`config.mk`:
```
export PLATFORM = sky130hd
export DESIGN_NAME = chgrm_regbank
export DESIGN_NICKNAME = d
export VERILOG_FILES = /design/src/include/chgrm_pkg.sv /design/src/rtl/chgrm_cfg_mem.sv /design/src/rtl/chgrm_regbank.sv
export SDC_FILE = /design/constraint.sdc
export NUM_CORES = 1
export LEC_CHECK = 0
export ABC_CLOCK_PERIOD_IN_PS = 2600
export BUFFER_PORTS_ARGS = -buffer_cell sky130_fd_sc_hd__buf_4
export CAP_MARGIN = 20
export CORE_MARGIN = 1.5
export CORE_UTILIZATION = 57
export DETAILED_ROUTE_END_ITERATION = 8
export PLACE_DENSITY = 0.84
export RECOVER_POWER = 25
export SYNTH_ARGS = -nofsm -noshare
export SYNTH_HDL_FRONTEND = slang
export SYNTH_SLANG_ARGS = --single-unit
```
`constraint.sdc`:
```
create_clock -name clk_sys_i -period 2.6 [get_ports clk_sys_i]
set_clock_uncertainty 0.2 [all_clocks]
set_input_delay 0.13 -clock clk_sys_i [delete_from_list [all_inputs] [get_ports clk_sys_i]]
set_output_delay 0.13 -clock clk_sys_i [all_outputs]
set_load 0.005 [all_outputs]
```
`src/include/chgrm_pkg.sv`:
```
package chgrm_pkg;

  // Register offsets, as the host addresses them.
  localparam logic [3:0] ADDR_STATE = 4'h0;
  localparam logic [3:0] ADDR_CAUSE1 = 4'h1;
  localparam logic [3:0] ADDR_CAUSE2 = 4'h2;
  localparam logic [3:0] ADDR_STATUS = 4'h3;
  localparam logic [3:0] ADDR_RSVD = 4'h4;
  localparam logic [3:0] ADDR_CMD = 4'h5;
  localparam logic [3:0] ADDR_MASK1 = 4'h6;
  localparam logic [3:0] ADDR_MASK2 = 4'h7;
  localparam logic [3:0] ADDR_CFG1 = 4'h8;
  localparam logic [3:0] ADDR_CFG2 = 4'h9;
  localparam logic [3:0] ADDR_VOUT_HI = 4'ha;
  localparam logic [3:0] ADDR_VOUT_LO = 4'hb;
  localparam logic [3:0] ADDR_CURRENT_LIMIT_CODE = 4'hc;
  localparam logic [3:0] ADDR_AUX = 4'hd;
  localparam logic [3:0] ADDR_CFG4 = 4'he;
  localparam logic [3:0] ADDR_CFG5 = 4'hf;

  // The programmable bytes 0x06 to 0x0F live in one small memory.
  localparam int CFG_COUNT = 10;
  localparam logic [CFG_COUNT-1:0][7:0] CFG_DEFAULTS = {
    8'h9e, 8'h23, 8'h30, 8'hff, 8'h10, 8'h32, 8'hf3, 8'h28, 8'h00, 8'h00};
  localparam logic [CFG_COUNT-1:0][7:0] CFG_WMASK = {
    8'hff, 8'hff, 8'h3f, 8'hff, 8'hff, 8'hff, 8'hff, 8'hff, 8'h7f, 8'hbd};

  // Hard-coded reset values and implemented-bit masks of the low registers.
  localparam logic [7:0] RST_CMD = 8'h00;
  localparam logic [7:0] STATE_USED = 8'h0f;
  localparam logic [7:0] CAUSE1_USED = 8'hbd;
  localparam logic [7:0] CAUSE2_USED = 8'h7f;
  localparam logic [7:0] STATUS_USED = 8'hfc;
  localparam logic [7:0] CMD_STORED = 8'h01;

  // Field positions.
  localparam int CMD_MAIN_EN_BIT = 0;
  localparam int CMD_LOAD_VOUT_BIT = 1;
  localparam int CFG1_MASK_ALL_BIT = 5;
  localparam int VOUT_LO_MSB = 7;
  localparam int VOUT_LO_LSB = 5;
  localparam int VOUT_WIDTH = 11;
  localparam int AUX_WIDTH = 6;
  localparam int C1_CCCV_BIT = 7;
  localparam int C1_SYNC_BIT = 5;
  localparam int C1_FREQ_BIT = 4;
  localparam int C1_THARD_BIT = 3;
  localparam int C1_TSOFT_BIT = 2;
  localparam int C1_OVLO_BIT = 0;

  // Wait in the error position before an automatic retry.
  localparam int ERR_WAIT_MS = 100;
  localparam int CLK_PERIOD_NS = 10;
  localparam int ERR_WAIT_CYCLES = ERR_WAIT_MS * 1000000 / CLK_PERIOD_NS;

  // Control state machine positions.
  typedef enum logic [3:0] {
    ST_NO_POWER = 4'b0000,
    ST_BIAS_INIT = 4'b0001,
    ST_BIAS_RESET = 4'b0010,
    ST_BIAS_ADDR = 4'b0011,
    ST_BIAS_RAMP = 4'b0100,
    ST_BIAS_FREQ = 4'b0101,
    ST_FREQ_LOOP = 4'b0110,
    ST_BIAS_READY = 4'b0111,
    ST_MAIN_EN = 4'b1000,
    ST_MAIN_RAMP = 4'b1001,
    ST_MAIN_ON = 4'b1010,
    ST_MAIN_SHDN = 4'b1011,
    ST_MAIN_ERR = 4'b1100
  } chgrm_state_t;

  // One register access from the serial protocol engine.
  typedef struct packed {
    logic rd;
    logic wr;
    logic [3:0] addr;
    logic [7:0] wdata;
  } chgrm_req_t;

  // Analog conditions that steer the control state machine.
  typedef struct packed {
    logic power_input_supply_ok;
    logic bias_good;
    logic bias_fault;
    logic freq_res_ok;
    logic main_pg;
    logic main_off;
    logic main_fault;
  } chgrm_cond_t;

  // Protection conditions, each high while present.
  typedef struct packed {
    logic cc_mode;
    logic sync_out_of_range;
    logic freq_res_out_of_range;
    logic hard_thermal_shutdown;
    logic soft_thermal_shutdown;
    logic input_overvoltage;
    logic main_overcurrent;
    logic output_overvoltage;
    logic output_undervoltage;
    logic aux_undervoltage;
    logic bias_overcurrent;
    logic bias_overvoltage;
    logic bias_undervoltage;
  } chgrm_prot_t;

endpackage : chgrm_pkg

```
`src/rtl/chgrm_cfg_mem.sv`:
```
module chgrm_cfg_mem
  import chgrm_pkg::*;
#(
  parameter int DEPTH = CFG_COUNT,
  parameter logic [DEPTH-1:0][7:0] DEFAULTS = CFG_DEFAULTS,
  parameter logic [DEPTH-1:0][7:0] WMASK = CFG_WMASK
) (
  // Clock and reset.
  input wire logic clk_sys_i,
  input wire logic rst_i,
  // Write port.
  input wire logic wr_en_i,
  input wire logic [3:0] waddr_i,
  input wire logic [7:0] wdata_i,
  // Read port, data one cycle later.
  input wire logic [3:0] raddr_i,
  output logic [7:0] rd_data_o,
  // Every byte, for the logic that uses them.
  output logic [DEPTH-1:0][7:0] bytes_o
);

  // The index is four bits wide.
  initial begin
    if (DEPTH < 1 || DEPTH > 16) begin
      $error("chgrm_cfg_mem: DEPTH must be 1 to 16");
    end
  end

  logic [DEPTH-1:0][7:0] mem_q;
  logic raddr_ok;

  assign raddr_ok = 32'(raddr_i) < DEPTH;
  assign bytes_o = mem_q;

  // Each byte reloads its programmed default and keeps only implemented bits.
  for (genvar i = 0; i < DEPTH; i++) begin : g_byte
    always_ff @(posedge clk_sys_i) begin
      if (rst_i) begin
        mem_q[i] <= DEFAULTS[i] & WMASK[i];
      end else if (wr_en_i && 32'(waddr_i) == i) begin
        mem_q[i] <= wdata_i & WMASK[i];
      end
    end
  end

  // Registered read; an index past the end reads zero.
  always_ff @(posedge clk_sys_i) begin
    if (rst_i) begin
      rd_data_o <= 8'h00;
    end else begin
      rd_data_o <= raddr_ok ? mem_q[raddr_i] : 8'h00;
    end
  end

endmodule : chgrm_cfg_mem

```
`src/rtl/chgrm_regbank.sv`:
```
// Function
// - State position in register zero, low nibble.
// - Supply phase state codes 0000 to 0111.
// - Main converter state codes 1000 to 1100.
// - Transit codes 1, 3, 5, 8 never dwell.
// - Two read-only interrupt cause bytes.
// - Reading a cause byte clears it.
// - Bits whose condition persists stay set.
// - Cause 1 bit 7 on CC/CV change.
// - Cause 1 bit 5 on sync clock range.
// - Cause 1 bit 4 on frequency resistor range.
// - Cause 1 bits 3, 2 on thermal shutdown.
// - Cause 1 bit 0 on input overvoltage.
// - Command byte write triggers device actions.
// - Two mask bytes reset zero, paired bitwise.
// - Eleven-bit output voltage split over 0x0A, 0x0B.
// - Current limit byte at 0x0C, default 0xff.
// - Six-bit aux regulator code, default 0x30.
// - Remaining configuration reset values as listed.
// - Bytes 0x06 to 0x0F factory programmable.
// - Set mask bit blocks that interrupt.
// - Mask-all bit forces every mask bit.
module chgrm_regbank
  import chgrm_pkg::*;
#(
  parameter int ERR_WAIT = ERR_WAIT_CYCLES,
  parameter logic [CFG_COUNT-1:0][7:0] FACTORY_DEFAULTS = CFG_DEFAULTS
) (
  // Clock and reset.
  input wire logic clk_sys_i,
  input wire logic rst_i,
  // Register access from the serial protocol engine.
  input wire chgrm_req_t req_i,
  output logic [7:0] rd_data_o,
  // Analog state and protection inputs.
  input wire chgrm_cond_t cond_i,
  input wire chgrm_prot_t prot_i,
  input wire logic [7:0] status_flags_i,
  // Interrupt and control outputs.
  output logic irq_o,
  output logic main_enable_o,
  output logic [3:0] state_o,
  output logic [VOUT_WIDTH-1:0] output_voltage_code_o,
  output logic [7:0] current_limit_code_o,
  output logic [AUX_WIDTH-1:0] aux_regulator_voltage_o,
  output logic [7:0] config_byte_1_o,
  output logic [7:0] config_byte_2_o,
  output logic [7:0] config_byte_4_o,
  output logic [7:0] config_byte_5_o
);

  // The wait counter is 24 bits wide.
  initial begin
    if (ERR_WAIT < 1 || ERR_WAIT > 16777215) begin
      $error("chgrm_regbank: ERR_WAIT must be 1 to 16777215");
    end
  end

  chgrm_state_t state_q, state_d;
  logic [23:0] wait_q;
  logic [7:0] cause1_q, cause2_q, cmd_q, low_rd_q, prot_pin_q;
  logic [7:0] cond1, cond2, mask1_eff, mask2_eff, low_rd;
  logic [CFG_COUNT-1:0][7:0] cfg;
  logic [7:0] mem_rd;
  logic cc_mode_q, mem_sel_q, irq_q, irq_d;
  logic [VOUT_WIDTH-1:0] vout_q;
  logic wr_cmd, wr_cfg, rd_c1, rd_c2, load_vout, in_mem, cccv_flip, wait_done;

  // Access decode.
  assign in_mem = req_i.addr >= ADDR_MASK1;
  assign wr_cmd = req_i.wr && req_i.addr == ADDR_CMD;
  assign wr_cfg = req_i.wr && in_mem;
  assign rd_c1 = req_i.rd && req_i.addr == ADDR_CAUSE1;
  assign rd_c2 = req_i.rd && req_i.addr == ADDR_CAUSE2;
  assign load_vout = wr_cmd && req_i.wdata[CMD_LOAD_VOUT_BIT];

  // Configuration bytes 0x06 to 0x0F with their programmed defaults.
  chgrm_cfg_mem #(
    .DEPTH(CFG_COUNT),
    .DEFAULTS(FACTORY_DEFAULTS),
    .WMASK(CFG_WMASK)
  ) u_cfg (
    .clk_sys_i(clk_sys_i),
    .rst_i(rst_i),
    .wr_en_i(wr_cfg),
    .waddr_i(req_i.addr - ADDR_MASK1),
    .wdata_i(req_i.wdata),
    .raddr_i(req_i.addr - ADDR_MASK1),
    .rd_data_o(mem_rd),
    .bytes_o(cfg)
  );

  // Named views of the stored bytes.
  assign config_byte_1_o = cfg[ADDR_CFG1 - ADDR_MASK1];
  assign config_byte_2_o = cfg[ADDR_CFG2 - ADDR_MASK1];
  assign current_limit_code_o = cfg[ADDR_CURRENT_LIMIT_CODE - ADDR_MASK1];
  assign aux_regulator_voltage_o = cfg[ADDR_AUX - ADDR_MASK1][AUX_WIDTH-1:0];
  assign config_byte_4_o = cfg[ADDR_CFG4 - ADDR_MASK1];
  assign config_byte_5_o = cfg[ADDR_CFG5 - ADDR_MASK1];

  // The mask-all bit overrides both stored mask bytes.
  assign mask1_eff = cfg[ADDR_MASK1 - ADDR_MASK1]
                   | {8{config_byte_1_o[CFG1_MASK_ALL_BIT]}};
  assign mask2_eff = cfg[ADDR_MASK2 - ADDR_MASK1]
                   | {8{config_byte_1_o[CFG1_MASK_ALL_BIT]}};

  // A mode change is a one-cycle event; the others are levels.
  assign cccv_flip = prot_i.cc_mode != cc_mode_q;
  always_comb begin
    cond1 = 8'h00;
    cond1[C1_CCCV_BIT] = cccv_flip;
    cond1[C1_SYNC_BIT] = prot_i.sync_out_of_range;
    cond1[C1_FREQ_BIT] = prot_i.freq_res_out_of_range;
    cond1[C1_THARD_BIT] = prot_i.hard_thermal_shutdown;
    cond1[C1_TSOFT_BIT] = prot_i.soft_thermal_shutdown;
    cond1[C1_OVLO_BIT] = prot_i.input_overvoltage;
  end
  assign cond2 = {1'b0, prot_i.main_overcurrent, prot_i.output_overvoltage,
                  prot_i.output_undervoltage, prot_i.aux_undervoltage,
                  prot_i.bias_overcurrent, prot_i.bias_overvoltage,
                  prot_i.bias_undervoltage};

  // Cause bits: a present condition sets, a read clears only resolved bits.
  for (genvar b = 0; b < 8; b++) begin : g_cause
    always_ff @(posedge clk_sys_i) begin
      if (rst_i) begin
        cause1_q[b] <= 1'b0;
        cause2_q[b] <= 1'b0;
      end else begin
        cause1_q[b] <= CAUSE1_USED[b] & (cond1[b] | (cause1_q[b] & ~rd_c1));
        cause2_q[b] <= CAUSE2_USED[b] & (cond2[b] | (cause2_q[b] & ~rd_c2));
      end
    end
  end

  // Mode history, loaded through reset so a mode held across reset is no change.
  always_ff @(posedge clk_sys_i) begin
    cc_mode_q <= prot_i.cc_mode;
  end

  // Only the enable bit is stored; the load bit is a pulse and reads zero.
  always_ff @(posedge clk_sys_i) begin
    if (rst_i) begin
      cmd_q <= RST_CMD;
    end else if (wr_cmd) begin
      cmd_q <= req_i.wdata & CMD_STORED;
    end
  end
  assign main_enable_o = cmd_q[CMD_MAIN_EN_BIT];

  // The voltage code takes effect only on a load command.
  always_ff @(posedge clk_sys_i) begin
    if (rst_i) begin
      vout_q <= {FACTORY_DEFAULTS[ADDR_VOUT_HI - ADDR_MASK1],
                 FACTORY_DEFAULTS[ADDR_VOUT_LO - ADDR_MASK1][VOUT_LO_MSB:VOUT_LO_LSB]};
    end else if (load_vout) begin
      vout_q <= {cfg[ADDR_VOUT_HI - ADDR_MASK1],
                 cfg[ADDR_VOUT_LO - ADDR_MASK1][VOUT_LO_MSB:VOUT_LO_LSB]};
    end
  end
  assign output_voltage_code_o = vout_q;

  // Interrupt: any unmasked cause bit raises the output.
  assign irq_d = |(cause1_q & ~mask1_eff) | |(cause2_q & ~mask2_eff);
  always_ff @(posedge clk_sys_i) begin
    if (rst_i) begin
      irq_q <= 1'b0;
    end else begin
      irq_q <= irq_d;
    end
  end
  assign irq_o = irq_q;

  // Error retry timer.
  assign wait_done = wait_q == 24'(ERR_WAIT - 1);
  always_ff @(posedge clk_sys_i) begin
    if (rst_i || state_q != ST_MAIN_ERR) begin
      wait_q <= 24'h000000;
    end else if (!wait_done) begin
      wait_q <= wait_q + 24'h000001;
    end
  end

  // Control sequencer; transit positions always leave after one cycle.
  always_comb begin
    state_d = state_q;
    unique case (state_q)
      ST_NO_POWER:   if (cond_i.power_input_supply_ok) state_d = ST_BIAS_INIT;
      ST_BIAS_INIT:  state_d = ST_BIAS_ADDR;
      ST_BIAS_RESET: state_d = ST_BIAS_INIT;
      ST_BIAS_ADDR:  state_d = ST_BIAS_RAMP;
      ST_BIAS_RAMP:  if (cond_i.bias_good) state_d = ST_BIAS_FREQ;
      ST_BIAS_FREQ:  state_d = cond_i.freq_res_ok ? ST_BIAS_READY : ST_FREQ_LOOP;
      ST_FREQ_LOOP:  if (cond_i.freq_res_ok) state_d = ST_BIAS_READY;
      ST_BIAS_READY: if (main_enable_o) state_d = ST_MAIN_EN;
      ST_MAIN_EN:    state_d = ST_MAIN_RAMP;
      ST_MAIN_RAMP:  if (cond_i.main_pg) state_d = ST_MAIN_ON;
      ST_MAIN_ON:    if (!main_enable_o) state_d = ST_MAIN_SHDN;
      ST_MAIN_SHDN:  if (cond_i.main_off) state_d = ST_BIAS_READY;
      ST_MAIN_ERR:   if (wait_done) state_d = ST_BIAS_READY;
      default:       state_d = ST_NO_POWER;
    endcase
    if ((state_q == ST_MAIN_RAMP || state_q == ST_MAIN_ON) && cond_i.main_fault) begin
      state_d = ST_MAIN_ERR;
    end
    if (state_q >= ST_BIAS_RAMP && cond_i.bias_fault) begin
      state_d = ST_BIAS_RESET;
    end
    if (!cond_i.power_input_supply_ok) begin
      state_d = ST_NO_POWER;
    end
  end

  // State register.
  always_ff @(posedge clk_sys_i) begin
    if (rst_i) begin
      state_q <= ST_NO_POWER;
    end else begin
      state_q <= state_d;
    end
  end
  assign state_o = state_q;

  // Read data of the low registers; reserved and unused bits read zero.
  always_comb begin
    unique case (req_i.addr)
      ADDR_STATE:  low_rd = {4'h0, state_q};
      ADDR_CAUSE1: low_rd = cause1_q;
      ADDR_CAUSE2: low_rd = cause2_q;
      ADDR_STATUS: low_rd = status_flags_i & STATUS_USED;
      ADDR_CMD:    low_rd = cmd_q;
      default:     low_rd = 8'h00;
    endcase
  end

  // Read pipeline; the memory answers in the same cycle as these flops.
  always_ff @(posedge clk_sys_i) begin
    if (rst_i) begin
      low_rd_q <= 8'h00;
      mem_sel_q <= 1'b0;
    end else begin
      low_rd_q <= low_rd;
      mem_sel_q <= in_mem;
    end
  end
  assign rd_data_o = mem_sel_q ? mem_rd : low_rd_q;

  // Helper: protection levels of byte one one cycle back.
  always_ff @(posedge clk_sys_i) begin
    if (rst_i) begin
      prot_pin_q <= 8'h00;
    end else begin
      prot_pin_q <= cond1;
    end
  end
endmodule : chgrm_regbank

```
==> results.toml, run 1 <==
[synth]
ys_ff_latch = 147
ys_types = 57
synthTopCellsByArea = "dfxtp_1 (42%), mux2i_1 (12%), nor2_1 (5.9%)"
synth_top_cell_area_share_pct = 42.1
postSynth.asyncResetShare_pct = 0
ys_warn_count = 0
syn-mean-instance-area_um2 = 9.30
yosysMostFrequentCell = "dfxtp_1"
yosys.area.top_type = "dfxtp_1"
synthFlopType = "dfxtp_1"
synth_area_mm2 = 0.00700
syn_nets = 798
yosysSeqAreaShare_pct = 42.1
synth_common_cells = "dfxtp_1 (147), nor2_1 (110), mux2i_1 (87), buf_4 (49), nand2_1 (44)"
synth_enable_flop_cells = 0
synthCells = 752

[worst_setup_path]
start_kind = "input pin"
critPathCaptureType = "register"
worstSetupStartpoint = "req_i[8]"
worstPathArrival_ns = 2.57
critPathMaxStageDelay_ns = 0.57
worstPathMaxFanout = 15
worst_ep_required_time_ns = 2.71
path_buf_inv = 3
cp_slowest_cell = "dlygate4sd3_1"
r2r-start = "state_o[3]"
critical_path.top_delay_family = "buffers and inverters"
worst_path_most_repeated_cell = "dlygate4sd3_1"
cp_cell_sequence = "dlygate4sd3_1 -> buf_4 -> nor2b_1 -> nand2_1 -> a21oi_1 -> nor2_1 -> dlygate4sd3_1"
criticalPathCategory = "in2reg"

[power]
irDropWorstVdd_mv = 0.424
leakage_nw = 3.69
pwr_density_cell_mw_per_mm2 = 624

[placed_design]
dp.cells = 933
hpwl_mm = 12.5
dpl_cell_area_mm2 = 0.00758
port-buffer-count = 112
gp_congestion = 0.888

[global_routing]
overflow = 0
grt_usage_pct = 30.7
grt_pass1_wl_mm = 30.6
grt_pass1_vias = 5910
antenna_found_initial = 0
grt_max_degree = 59

[clock_network]
path_clk_slew_ns = 0.06
cts-buffers-inserted = 17
cts.sinks = 147
cts_tree = "done"
clock_latency_ns = 0.43
clk_path_buf_depth = 2
cts-htree-levels = 4
cts_root_buf = "clkbuf_16"

[sta]
setup_viol = 0
hold_viol = 0
rsz0062_at_grt = "false"
slew_headroom_pct = 47.2
period_share_pct = 94.3
period_needed_ns = 2.45
drv_slew = 0
fin_setup_tns_ns = 0
whs_ns = 0.142
max_freq_mhz = 408
worst_pin_slew_ns = 0.790

[final_layout]
diodes = 0
final_layout_size_suffix_gt1_share_pct = 22.6
finalInstanceArea_mm2 = 0.00863
nNetsFinal = 895
area_growth_syn_to_layout_pct = 23.4
fin_cells = 1009

[floorplan]
dieArea_mm2 = 0.0129
design.core.area_mm2 = 0.0120
die_h_um = 114
die_w_um = 114
initial_utilization_pct = 58.2
io-pin-count = 115
rows = 40

[run_status]
status = "finished, final reports clean"

[detailed_routing]
drc_errors = 0
viasPerCell = 5.93
wl_per_cell_um = 19.1
dr.pass1.iters = 5
drt-total-wl_mm = 19.3
via_count = 5983
drtIter0Drc = 568
ant_nets = 0

[worst_hold_path]
worstHoldStart = "cond_i[5]"
hold_path.class = "in2reg"

[run]
drv_cap = 0
-- logic make-up (layout without fill, tap and decap cells) --
family | count (synthesis) | after routing | synth area share, %
AOI/OAI and AO/OA | 97 | 97 | 8.94
buffers and inverters | 118 | 228 | 9.28
xor gates and xnor gates | 24 | 24 | 3.00
adders and majority gates | 3 | 3 | 0.501
DFF | 147 | 147 | 42.1
and+or+nand+nor | 246 | 246 | 16.8
muxes | 117 | 117 | 19.4
-- per-stage QoR --
stage | utilization, % | setup WS (ns) | power (W)
after floorplan | - | 0.688 | 0.00264
after global placement | 63.1 | 0.478 | 0.00279
after detailed placement | 63.1 | 0.377 | 0.00280
after CTS | 72.0 | 0.231 | 0.00537
after global routing | 71.9 | 0.0435 | 0.00553
final | 71.9 | 0.148 | 0.00538
-- worst reg2reg max path, cell delays in order (launching register included) --
cell and delay (ns):
dfxtp_1 0.67, nand2_1 0.11, nor3_1 0.33, nand2_1 0.57, a21oi_1 0.33
-- area by class of cell --
type / count / area [um^2]
repair buffers: 171 / 1380
flip-flops and latches: 147 / 2940
fillers: 808 / 3380
clock buffers: 22 / 494
clock inverters: 10 / 128
well taps: 147 / 184
inverters: 25 / 93.8
multi-input cells: 487 / 3410
-- cell usage in the layout (no fill, tap or decap), drive strengths merged, types with 10 or more instances in the layout --
| cell type | netlist | final |
|---|---|---|
| a21oi | 29 | 29 |
| buf | 62 | 73 |
| clkbuf | 31 | 76 |
| dfxtp | 147 | 147 |
| dlygate4sd3 | 0 | 44 |
| inv | 24 | 24 |
| mux2 | 17 | 17 |
| mux2i | 87 | 87 |
| mux4 | 13 | 13 |
| nand2 | 44 | 44 |
| nand3 | 20 | 20 |
| nand4 | 14 | 14 |
| nor2 | 111 | 111 |
| nor3 | 10 | 10 |
| o21ai | 20 | 20 |
| xor2 | 16 | 16 |
-- worst paths after layout --
kind                            depth (start not counted)                        to  slack [ns]
worst min register to register                          2  output_voltage_code_o[4]        0.29
worst max register to register                          4                wait_q[14]        0.29
worst min-delay path                                    4                state_o[0]        0.14
worst max-delay path                                    7               cause2_q[1]        0.15
-- repair_timing --
item                      in CTS  in global routing
hold buffers                  44                  0
buffers inserted               0                  0
hold endpoints to repair      97                  0
gates resized for setup        0                  0
-- report_power, final --
group / switching (W) / internal (W)
Combinational: 0.000250 / 0.000231
Clock: 0.000936 / 0.00163
Sequential: 0.0000417 / 0.00230
Total: 0.00123 / 0.00416
-- routing by layer --
metal | GRT usage, % | vias up | part of all wire (%)
li1 | - | 2768 | -
met2 | 51.1 | 257 | 50
met3 | 7.81 | 59 | 7.0
met1 | 37.5 | 2899 | 40
met4 | 14.0 | 0 | 3.5
met5 | 0 | - | 0
-- state kept, by name (all words and copies together), names as in the netlist --
signal	flops
cause1_q	6
cause2_q	7
cc_mode_q	1
cmd_q	1
irq_o	1
low_rd_q	8
mem_sel_q	1
output_voltage_code_o	11
state_o	4
u_cfg.bytes_o	75
u_cfg.rd_data_o	8
wait_q	24
No activity file was read; power rests on OpenSTA's default activity.
==> run 2: changes to the inputs <==
--- a/config.mk
+++ b/config.mk
@@ -5,13 +5,13 @@
 export SDC_FILE = /design/constraint.sdc
 export NUM_CORES = 1
 export LEC_CHECK = 0
-export ABC_CLOCK_PERIOD_IN_PS = 2600
+export ABC_CLOCK_PERIOD_IN_PS = 2100
 export BUFFER_PORTS_ARGS = -buffer_cell sky130_fd_sc_hd__buf_4
 export CAP_MARGIN = 20
 export CORE_MARGIN = 1.5
-export CORE_UTILIZATION = 57
+export CORE_UTILIZATION = 51
 export DETAILED_ROUTE_END_ITERATION = 8
-export PLACE_DENSITY = 0.84
+export PLACE_DENSITY = 0.79
 export RECOVER_POWER = 25
 export SYNTH_ARGS = -nofsm -noshare
 export SYNTH_HDL_FRONTEND = slang
==> constraint.sdc (replaced) <==
create_clock -name clk_sys_i -period 2.1 [get_ports clk_sys_i]
set_clock_uncertainty 0.2 [all_clocks]
set_input_delay 0.105 -clock clk_sys_i [delete_from_list [all_inputs] [get_ports clk_sys_i]]
set_output_delay 0.105 -clock clk_sys_i [all_outputs]
set_load 0.005 [all_outputs]
==> results.toml, run 2 (synthesis gave the netlist of run 1 again) <==
[final_layout]
largest_reg_flops = 75
multi_input_area_mm2 = 0.00342
layout_common_cells = "dfxtp_1 (146), nor2_1 (110), buf_4 (94), mux2i_1 (87), clkbuf_4 (47)"
diodes = 0
area_growth_syn_to_layout_pct = 26.7
regArea_mm2 = 0.00294
finalInstanceArea_mm2 = 0.00886
final_layout_size_suffix_gt1_share_pct = 24.7
nNetsFinal = 919
fillCellCount = 1035
layout.cells.most_common = "dfxtp_1"

[clock_network]
cts-buffers-inserted = 17
cts_tree = "done"
clk_path_buf_depth = 2
cts-htree-levels = 4
cts_root_buf = "clkbuf_16"
cts.sinks = 147
clock_latency_ns = 0.43
path_clk_slew_ns = 0.06

[detailed_routing]
met2_length_mm = 8.89
top_layer = "met4"
m1WireLength_mm = 8.13
wl_per_cell_um = 17.8
dr.pass1.iters = 5
drtIter0Drc = 509
via_count = 5951
ant_nets = 0
drc_errors = 0
viasPerCell = 5.61
drt-total-wl_mm = 18.9
wl_met3_mm = 1.37

[worst_setup_path]
worst_ep_required_time_ns = 2.21
critical_path.top_delay_family = "simple AND/OR/NAND/NOR gates"
path_buf_inv = 0
criticalPathCategory = "reg2reg"
worstPathMaxFanout = 4
critPathMaxStageDelay_ns = 0.37
worstPathArrival_ns = 2.07
cp_cell_sequence = "nor4_1 -> nand4_1 -> or2_2 -> a21oi_1 -> o22ai_1"
cp_slowest_cell = "or2_2"
start_kind = "register"
critPathCaptureType = "register"

[placed_design]
hpwl_mm = 12.8
gp_congestion = 0.883
dpl_cell_area_mm2 = 0.00786
port-buffer-count = 112

[sta]
worst_pin_slew_ns = 0.536
drv_slew = 0
period_share_pct = 93.8
period_needed_ns = 1.97
rsz0062_at_grt = "false"
max_freq_mhz = 508
hold_viol = 0
setup_viol = 0
slew_headroom_pct = 64.2
fin_setup_tns_ns = 0

[worst_hold_path]
hold_path.class = "in2reg"

[power]
irDropWorstVdd_mv = 0.531
leakage_nw = 3.78
pwr_density_cell_mw_per_mm2 = 735

[global_routing]
grt_max_degree = 28
grt_usage_pct = 26.9
grt_pass1_vias = 5788
grt_pass1_wl_mm = 30.0
overflow = 0
antenna_found_initial = 0

[floorplan]
die_h_um = 120
rows = 42
io-pin-count = 115
initial_utilization_pct = 52.6
dieArea_mm2 = 0.0144
design.core.area_mm2 = 0.0133
die_w_um = 120

[run]
drv_cap = 0

[run_status]
status = "finished, final reports clean"
run 2: area by class of cell:
type | instances | area share [%]
Clock buffer | 22 | 5.46
Clock inverter | 8 | 1.14
Tap cell | 176 | 2.48
Inverter | 25 | 1.06
Multi-Input combinational cell | 487 | 38.6
Sequential cell | 147 | 33.2
Timing Repair Buffer | 195 | 18.0
run 2: repair_timing:
item,in CTS,in global routing
buffers inserted,0,0
endpoints found under the hold margin,101,0
hold buffers,43,0
endpoints found under the setup margin,0,15
resized for setup,0,4
run 2: stage by stage:
step	hold slack [ns]	std cells	util (%)	power (W)	worst slack [ns]
2_1_floorplan	-0.0673	752	-	0.00327	0.188
3_3_place_gp	0.0425	987	59.1	0.00348	0.172
3_5_place_dp	0.0414	987	59.1	0.00349	0.0910
4_1_cts	0.0239	1060	66.8	0.00653	0.0675
5_1_grt	0.0471	1060	66.7	0.00672	0.0446
6_report	0.00857	1060	66.7	0.00651	0.130
run 2: where the power goes:
| part | internal, W | switching (W) |
|---|---|---|
| Combinational | 0.000303 | 0.000307 |
| Clock | 0.00186 | 0.00115 |
| Sequential | 0.00285 | 0.0000498 |
| Total | 0.00501 | 0.00151 |
run 2: worst paths after layout:
check	endpoint	cells past startpoint	start	slack, ns
max	state_o[3]	5	wait_q[7]	0.13
min	cause2_q[5]	5	req_i[10]	0.009
max reg2reg	state_o[3]	5	wait_q[7]	0.13
min reg2reg	output_voltage_code_o[7]	2	output_voltage_code_o[7]	0.28
run 2: metal layers:
metal,track usage (%),vias up
li1,-,2815
met1,34.7,2855
met2,43.0,234
met3,7.41,47
met4,9.90,0
met5,0,-
run 2: worst reg2reg max path: stages, from the launching register on:
cell and delay, ns:
dfxtp_1 0.35, nor4_1 0.36, nand4_1 0.22, or2_2 0.37
a21oi_1 0.24, o22ai_1 0.11
